[src/logic/scs_pkg.sv]
// shared constants, field positions and helpers for the serial clock synth config link
package scs_pkg;
  localparam int WORD_W = 132;
  // printed power-up word is wider than the register; the low 132 bits are kept
  localparam logic [139:0] DEFAULT_RAW = 140'h31FFDFFEE3BFFFFFFFFFFFFFFFFFF555FF2;
  localparam logic [131:0] DEFAULT_WORD = DEFAULT_RAW[131:0];

  // control word field positions
  localparam int PDIV3_HI = 121;
  localparam int PDIV3_LO = 118;
  localparam int PDIV3_X2 = 94;
  localparam int PDIV2_HI = 117;
  localparam int PDIV2_LO = 114;
  localparam int PDIV2_X2 = 113;
  localparam int EN_A_BIT = 110;
  localparam int EN_B_BIT = 111;
  localparam int PWR_BIT = 112;
  localparam int XTAL_BIT = 122;
  localparam int SEL2_BIT = 123;
  localparam int SEL3_BIT = 124;
  localparam int EN_C_BIT = 129;
  localparam int DIV_W = 11;
  localparam int VDIV_LO = 11;
  localparam int RDIV_LO = 0;

  // settings in force from power-up until the first load
  localparam logic [10:0] DEF_RDIV = 11'h005;
  localparam logic [10:0] DEF_VDIV = 11'h032;
  localparam logic [5:0] DEF_PDIV_A = 6'h0A;
  localparam logic [5:0] DEF_PDIV_BC = 6'h02;

  // output synthesis accumulator width
  localparam int ACC_W = 24;

  // host timing
  localparam int CLK_PS = 20000;
  localparam int T_STROBE_PS = 10000;
  localparam int T_HALF_PS = 40000;
  localparam logic [3:0] STROBE_CYC =
    4'((T_STROBE_PS + CLK_PS - 1) / CLK_PS > 0 ? (T_STROBE_PS + CLK_PS - 1) / CLK_PS : 1);
  localparam logic [3:0] HALF_CYC = 4'(T_HALF_PS / CLK_PS > 0 ? T_HALF_PS / CLK_PS : 1);
  localparam logic [7:0] LAST_BIT = 8'(WORD_W - 1);

  // host register offsets
  localparam logic [7:0] ADDR_WORD0 = 8'h00;
  localparam logic [7:0] ADDR_WORD4 = 8'h10;
  localparam logic [7:0] ADDR_CTRL = 8'h14;
  localparam logic [7:0] ADDR_STAT = 8'h18;
  localparam int CTRL_START = 0;
  localparam int STAT_BUSY = 0;
  localparam int STAT_LOADS = 1;

  // output 2/3 post divide: (inverted 4-bit field + 2) doubled when x2 is set
  function automatic logic [5:0] pdiv_decode(input logic [3:0] f, input logic x2);
    logic [5:0] base;
    base = {2'h0, ~f} + 6'h02;
    return x2 ? 6'(base << 1) : base;
  endfunction
endpackage

[src/logic/scs_link_if.sv]
// three-wire serial programming link between controller and synthesizer
`timescale 1ns/1ps
interface scs_link_if;
  logic shift_clock;
  logic serial_data;
  logic load_strobe;
  modport dev (input shift_clock, input serial_data, input load_strobe);
  modport host (output shift_clock, output serial_data, output load_strobe);
endinterface

[src/logic/scs_dev.sv]
// synthesizer end: serial shift register, control register and output clock synthesis
//
// Notes on behaviour
// - out3 divide: bits 121..118 plus 94
// - out3 even divide: field inverts divide/2-2
// - each output driven only while enabled
// - bit 112 low stops the PLL
// - bit 122 picks crystal or clock input
// - bits 123/124 pick out2/out3 sources
// - power-up divides 5, 50, 10, 2, 2
// - register holds default word after power-up
// - controller keeps V and R in range
// - out1 is fin*V over R*divide
// - controller keeps fin/R within band
// - V or R change moves smoothly
// - post-divider or mux change may glitch
// - word is 132 bits, MSB first
// - data sampled on shift clock rise
// - strobe high copies shifted bits over
// - controller: strobe low while shifting
// - programming accepted even while powered down
// - out2 divide: bits 117..114 plus 113
`timescale 1ns/1ps
module scs_dev (
  input wire logic clk_i,
  input wire logic nrst_i,
  scs_link_if.dev lnk,
  output logic clock_out_a_o,
  output logic clock_out_a_oe_o,
  output logic clock_out_b_o,
  output logic clock_out_b_oe_o,
  output logic clock_out_c_o,
  output logic clock_out_c_oe_o,
  output logic pll_running_o,
  output logic xtal_select_o,
  output logic word_loaded_o,
  output logic [scs_pkg::WORD_W-1:0] control_word_o
);
  import scs_pkg::*;

  typedef struct packed {
    logic [2:0] p1;
    logic [2:0] p2;
    logic [2:0] p3;
    logic [WORD_W-1:0] shreg;
    logic [WORD_W-1:0] ctrl;
    logic loaded;
    logic [2:0][ACC_W-1:0] acc;
    logic [2:0] ck;
    logic [2:0] oe;
    logic pwr;
    logic xtal;
  } scs_dev_state_type;

  localparam scs_dev_state_type RESET_STATE = '{
    p1: 3'h0,
    p2: 3'h0,
    p3: 3'h0,
    shreg: '0,
    ctrl: DEFAULT_WORD,
    loaded: 1'b0,
    acc: '0,
    ck: 3'h0,
    oe: 3'h0,
    pwr: 1'b0,
    xtal: 1'b0
  };

  scs_dev_state_type r;
  scs_dev_state_type n;

  // one accumulator step: wrap flag on top, remainder below
  function automatic logic [ACC_W:0] nco_step(input logic [ACC_W-1:0] acc,
                                             input logic [ACC_W-1:0] inc,
                                             input logic [ACC_W-1:0] modv);
    logic [ACC_W:0] sum;
    logic [ACC_W:0] diff;
    sum = {1'b0, acc} + {1'b0, inc};
    // a zero modulus parks the output
    if (modv == '0) begin
      return '0;
    end
    if (sum >= {1'b0, modv}) begin
      diff = sum - {1'b0, modv};
      // a step wider than the modulus cannot be tracked, so the phase restarts
      if (diff >= {1'b0, modv}) begin
        return {1'b1, {ACC_W{1'b0}}};
      end
      return {1'b1, diff[ACC_W-1:0]};
    end
    return {1'b0, sum[ACC_W-1:0]};
  endfunction

  logic sclk_rise;
  logic strobe_s;
  logic data_s;
  logic [10:0] vdiv;
  logic [10:0] rdiv;
  logic [2:0][5:0] pdiv;
  logic [2:0] en;
  logic [2:0] from_pll;
  logic [2:0][ACC_W-1:0] inc;
  logic [2:0][ACC_W-1:0] modv;
  logic [ACC_W:0] step;
  logic pwr;

  always_comb begin
    n = r;
    sclk_rise = 1'b0;
    strobe_s = 1'b0;
    data_s = 1'b0;
    vdiv = DEF_VDIV;
    rdiv = DEF_RDIV;
    pdiv = {DEF_PDIV_BC, DEF_PDIV_BC, DEF_PDIV_A};
    en = 3'h7;
    from_pll = 3'h7;
    pwr = 1'b1;
    inc = '0;
    modv = '0;
    step = '0;

    // link pins pass two flops before use
    n.p1 = {lnk.load_strobe, lnk.serial_data, lnk.shift_clock};
    n.p2 = r.p1;
    n.p3 = r.p2;
    sclk_rise = r.p2[0] & ~r.p3[0];
    data_s = r.p2[1];
    strobe_s = r.p2[2];

    // older bits move toward the top
    // shifting never depends on power state
    if (sclk_rise) begin
      n.shreg = {r.shreg[WORD_W-2:0], data_s};
    end

    // control register holds while strobe is low
    if (strobe_s) begin
      n.ctrl = r.shreg;
      n.loaded = 1'b1;
    end

    // documented defaults until first load
    // the wide power-up word does not decode, so fixed values stand in
    if (r.loaded) begin
      vdiv = r.ctrl[VDIV_LO +: DIV_W];
      rdiv = r.ctrl[RDIV_LO +: DIV_W];
      pdiv[1] = pdiv_decode(r.ctrl[PDIV2_HI:PDIV2_LO], r.ctrl[PDIV2_X2]);
      pdiv[2] = pdiv_decode(r.ctrl[PDIV3_HI:PDIV3_LO], r.ctrl[PDIV3_X2]);
      en = {r.ctrl[EN_C_BIT], r.ctrl[EN_B_BIT], r.ctrl[EN_A_BIT]};
      from_pll = {r.ctrl[SEL3_BIT], r.ctrl[SEL2_BIT], 1'b1};
      pwr = r.ctrl[PWR_BIT];
    end

    n.pwr = pwr;
    n.xtal = r.loaded ? r.ctrl[XTAL_BIT] : 1'b1;

    for (int i = 0; i < 3; i++) begin
      inc[i] = from_pll[i] ? ACC_W'({vdiv, 1'b0}) : ACC_W'({rdiv, 1'b0});
      modv[i] = ACC_W'(rdiv * pdiv[i]);
      step = nco_step(r.acc[i], inc[i], modv[i]);
      n.oe[i] = en[i];
      if (!en[i]) begin
        n.ck[i] = 1'b0;
      end else if (pwr || !from_pll[i]) begin
        // reference-sourced outputs keep running while the pll is down
        n.acc[i] = step[ACC_W-1:0];
        // mux or divider change may cut a phase short
        n.ck[i] = r.ck[i] ^ step[ACC_W];
      end
    end
  end

  // register comes up holding default word
  always_ff @(posedge clk_i or negedge nrst_i) begin
    if (!nrst_i) begin
      r <= RESET_STATE;
    end else begin
      r <= n;
    end
  end

  assign clock_out_a_o = r.ck[0];
  assign clock_out_a_oe_o = r.oe[0];
  assign clock_out_b_o = r.ck[1];
  assign clock_out_b_oe_o = r.oe[1];
  assign clock_out_c_o = r.ck[2];
  assign clock_out_c_oe_o = r.oe[2];
  assign pll_running_o = r.pwr;
  assign xtal_select_o = r.xtal;
  assign word_loaded_o = r.loaded;
  assign control_word_o = r.ctrl;

endmodule

[src/flat_wrapper.sv]
// flat-port wrapper written by rule: the top's interface ports become plain ports
module scs_dev_flat import scs_pkg::*;
  (clk_i, nrst_i, clock_out_a_o, clock_out_a_oe_o, clock_out_b_o, clock_out_b_oe_o, clock_out_c_o, clock_out_c_oe_o, pll_running_o, xtal_select_o, word_loaded_o, control_word_o, lnk_shift_clock, lnk_serial_data, lnk_load_strobe);
  scs_link_if lnk_i ();
  input wire logic clk_i;
  input wire logic nrst_i;
  output logic clock_out_a_o;
  output logic clock_out_a_oe_o;
  output logic clock_out_b_o;
  output logic clock_out_b_oe_o;
  output logic clock_out_c_o;
  output logic clock_out_c_oe_o;
  output logic pll_running_o;
  output logic xtal_select_o;
  output logic word_loaded_o;
  output logic [scs_pkg::WORD_W-1:0] control_word_o;
  input wire logic [$bits(lnk_i.shift_clock)-1:0] lnk_shift_clock;
  input wire logic [$bits(lnk_i.serial_data)-1:0] lnk_serial_data;
  input wire logic [$bits(lnk_i.load_strobe)-1:0] lnk_load_strobe;
  assign lnk_i.shift_clock = lnk_shift_clock;
  assign lnk_i.serial_data = lnk_serial_data;
  assign lnk_i.load_strobe = lnk_load_strobe;
  scs_dev u_core (.clk_i(clk_i), .nrst_i(nrst_i), .lnk(lnk_i), .clock_out_a_o(clock_out_a_o), .clock_out_a_oe_o(clock_out_a_oe_o), .clock_out_b_o(clock_out_b_o), .clock_out_b_oe_o(clock_out_b_oe_o), .clock_out_c_o(clock_out_c_o), .clock_out_c_oe_o(clock_out_c_oe_o), .pll_running_o(pll_running_o), .xtal_select_o(xtal_select_o), .word_loaded_o(word_loaded_o), .control_word_o(control_word_o));
endmodule
[config.mk]
export PLATFORM = sky130hd
export DESIGN_NAME = scs_dev_flat
export DESIGN_NICKNAME = d
export VERILOG_FILES = /design/src/logic/scs_pkg.sv /design/src/logic/scs_link_if.sv /design/src/logic/scs_dev.sv /design/src/flat_wrapper.sv
export SDC_FILE = /design/constraint.sdc
export NUM_CORES = 1
export LEC_CHECK = 0
export BUFFER_PORTS_ARGS = -buffer_cell sky130_fd_sc_hd__buf_4
export CAP_MARGIN = 5
export CELL_PAD_IN_SITES_DETAIL_PLACEMENT = 0
export CELL_PAD_IN_SITES_GLOBAL_PLACEMENT = 1
export CORE_AREA = 5 5 237 262
export DETAILED_ROUTE_END_ITERATION = 10
export DIE_AREA = 0 0 242 267
export PLACE_DENSITY_LB_ADDON = 0.25
export SLEW_MARGIN = 0
export SYNTH_ARGS = -nofsm -noshare
export SYNTH_HDL_FRONTEND = slang
export SYNTH_SLANG_ARGS = --single-unit
[constraint.sdc]
create_clock -name clk_i -period 13.2 [get_ports clk_i]
set_input_delay 0.66 -clock clk_i [delete_from_list [all_inputs] [get_ports clk_i]]
set_output_delay 0.66 -clock clk_i [all_outputs]
set_load 0.005 [all_outputs]
==> results.yml <==
status:
  status: "finished clean"
grt:
  antenna_found_initial: 3
  grt_pass1_vias: 20042
  grt_pass1_wl_um: 113000
  grt_overflow: 0
  grt_max_degree: 90
  grt_usage: 0.215
sta:
  hold_slack_ns: 0.0720
  worst_slew_pin_slew_ns: 1.29
  setup_viol: 0
  tns_ns: 0
  clock_skew_ns: 0.0267
  grt_setup_unrepaired: "no"
  slew_viol_final: 0
  hold_viol: 0
  min_period_ns: 9.29
  clock.fmax_ghz: 0.108
  finalCritPeriodShare: 0.703
  relSlewSlack: 0.140
flow_run:
  cap_viol_max_count: 0
pwr:
  peakVddDrop_uv: 181
  powerDensity_nw_per_um2: 254
  leakage_uw: 0.0139
  power_uw: 7290
worst_setup_path:
  path_buf_inv: 3
  crit_slowest_cell: "nor2b_1"
  worstPathMaxFanout: 49
  critical_path.max_stage_delay_ns: 1.06
  critPathRequiredTime_ns: 13.68
  worstSetupEndpointType: "flip-flop"
  criticalPathCategory: "reg -> reg"
  reg2reg_depth: 29
  cp_top_family: "simple AND/OR/NAND/NOR gates"
  path_depth: 29
  arrival_ns: 9.76
  startpoint_type: "flip-flop"
die:
  die_h_um: 267
  die_w_um: 242
  coreArea_um2: 59300
  io_pins: 146
  die-area_um2: 64600
  rows: 94
  start_util: 0.444
cells_and_area:
  fin_nets: 2939
  final_layout_size_suffix_gt1_frac: 0.244
  syn2layout_area_growth_pct: 9.16
  final_cell_mix: "mux2_2 (261), dfrtp_1 (232), inv_1 (218)"
  final_common_cell: "mux2_2"
  fill_cells: 5496
yosys:
  synthFlopType: "dfrtp_1"
  synthArstFlopShare: 1.00
  synth_seq_cells: 351
  syn_area_per_cell_um2: 9.83
  ys_types: 83
  yosysSeqAreaShare: 0.339
  syn_area_um2: 26300
  synth_nets: 2954
  synth_top_area_share: 0.222
  ys_warn_count: 0
  ys_top_cells_by_area: "dfrtp_1 (22%), dfstp_2 (12%), mux2_2 (11%)"
  synth_edf_count: 0
  yosysTopAreaCell: "dfrtp_1"
  syn-instance-count: 2677
placed_design:
  dp_hpwl_um: 53100
  portBuffers: 145
  gp_congestion: 0.921
routing:
  drt_iter0_markers: 1225
  wl_per_cell_um: 20.2
  vias: 19395
  ant_nets: 0
  drcViolationCount: 0
  vias_per_cell: 5.60
  drt_pass1_iterations: 7
  totalWireLength_um: 70100
cts:
  numCtsBuffers: 40
  clk_pin_slew_ns: 0.06
  htreeDepth: 2
  root_buffer: "clkbuf_16"
  cts.sinks: 351
  clockBufferDepth: 3
  cts.hold.buffers_added: 0
  clkLatencyLatePin_ns: 0.58
  cts_tree: "built"
  cts_resized: 0
  cts_setup_buffers: 0
hold_path:
  worstHoldPathType: "in -> async"
-- Yosys cell counts (17+ instances only) --
cell type / instances
and3_1: 21
a211oi_1: 17
inv_1: 218
a21oi_1: 139
nor3_1: 28
nand4_1: 38
buf_4: 133
and2_1: 64
ha_1: 191
xnor2_1: 84
fa_1: 81
clkbuf_1: 75
nor2_1: 175
dfstp_2: 117
a31oi_1: 19
nand3_1: 78
o211ai_1: 20
dfrtp_1: 234
nor2b_1: 55
or2_2: 17
nand2_1: 141
o21ai_0: 91
a21o_1: 60
mux2i_1: 27
xor2_1: 55
mux2_2: 261
nand2b_1: 21
-- where the power goes --
group          total [µW]  switching (µW)  internal, µW
logic                4770            2840          1930
registers            1270             126          1140
clock network        1250             476           770
-- sequential cells by signal (all words and copies together), names as in the netlist --
register                 cells
u_core.xtal_select_o         1
u_core.pll_running_o         1
u_core.clock_out_a_o         1
u_core.data_s                1
u_core.clock_out_c_o         1
u_core.r                   204
u_core.word_loaded_o         1
u_core.clock_out_a_oe_o      1
u_core.clock_out_c_oe_o      1
u_core.clock_out_b_oe_o      1
u_core.control_word_o      132
u_core.n                     5
u_core.clock_out_b_o         1
-- final timing paths --
path	startpoint	to	slack (ns)
max in group asynchronous	nrst_i	u_core.r[72]$_DFFE_PN0P_	10.89
min in group clk_i	lnk_load_strobe	u_core.n[350]$_DFF_PN0_	0.19
hold reg to reg	u_core.n[349]$_DFF_PN0_	u_core.data_s$_DFF_PN0_	0.34
setup / recovery	u_core.word_loaded_o$_DFFE_PN0P_	u_core.r[66]$_DFFE_PN0P_	3.91
hold / removal	nrst_i	u_core.r[277]$_DFFE_PN0P_	0.07
setup reg to reg	u_core.word_loaded_o$_DFFE_PN0P_	u_core.r[66]$_DFFE_PN0P_	3.91
-- cell type report --
cell class | count | area (µm²) | share of cell area
clock buffers | 59 | 1190 | 0.0415
multi-input cells | 1883 | 15200 | 0.531
well taps | 768 | 961 | 0.0334
clock inverters | 15 | 303 | 0.0105
flip-flops and latches | 351 | 8930 | 0.311
inverters | 218 | 818 | 0.0285
diodes | 1 | 2.50 | 0.0000871
repair buffers | 168 | 1270 | 0.0442
-- layer usage --
metal | part of all wire | track usage | routed length [µm] | vias up
met2 | 0.48 | 0.366 | 33600 | 495
li1 | - | - | - | 9176
met5 | 0 | 0 | 0 | -
met1 | 0.43 | 0.281 | 30000 | 9614
met4 | 0.029 | 0.0643 | 2050 | 0
met3 | 0.062 | 0.0432 | 4370 | 110
-- stage by stage --
stage	area, µm²	util	instances	worst slack (ns)
after floorplan	26300	-	2677	5.73
after global placement	27200	0.459	3388	4.29
after detailed placement	27200	0.459	3388	3.98
after CTS	28700	0.485	3462	3.92
after global routing	28700	0.485	3462	3.17
final	28700	0.485	3463	3.91
-- logic make-up after synthesis --
group	after synthesis	share of synthesized area
compound gates	482	0.119
xor+xnor	142	0.0486
fa+ha+maj	278	0.155
buf+inv	443	0.0825
flops	351	0.339
mux	288	0.122
simple gates	693	0.134
Note: power is estimated with default switching activity, not from simulation.
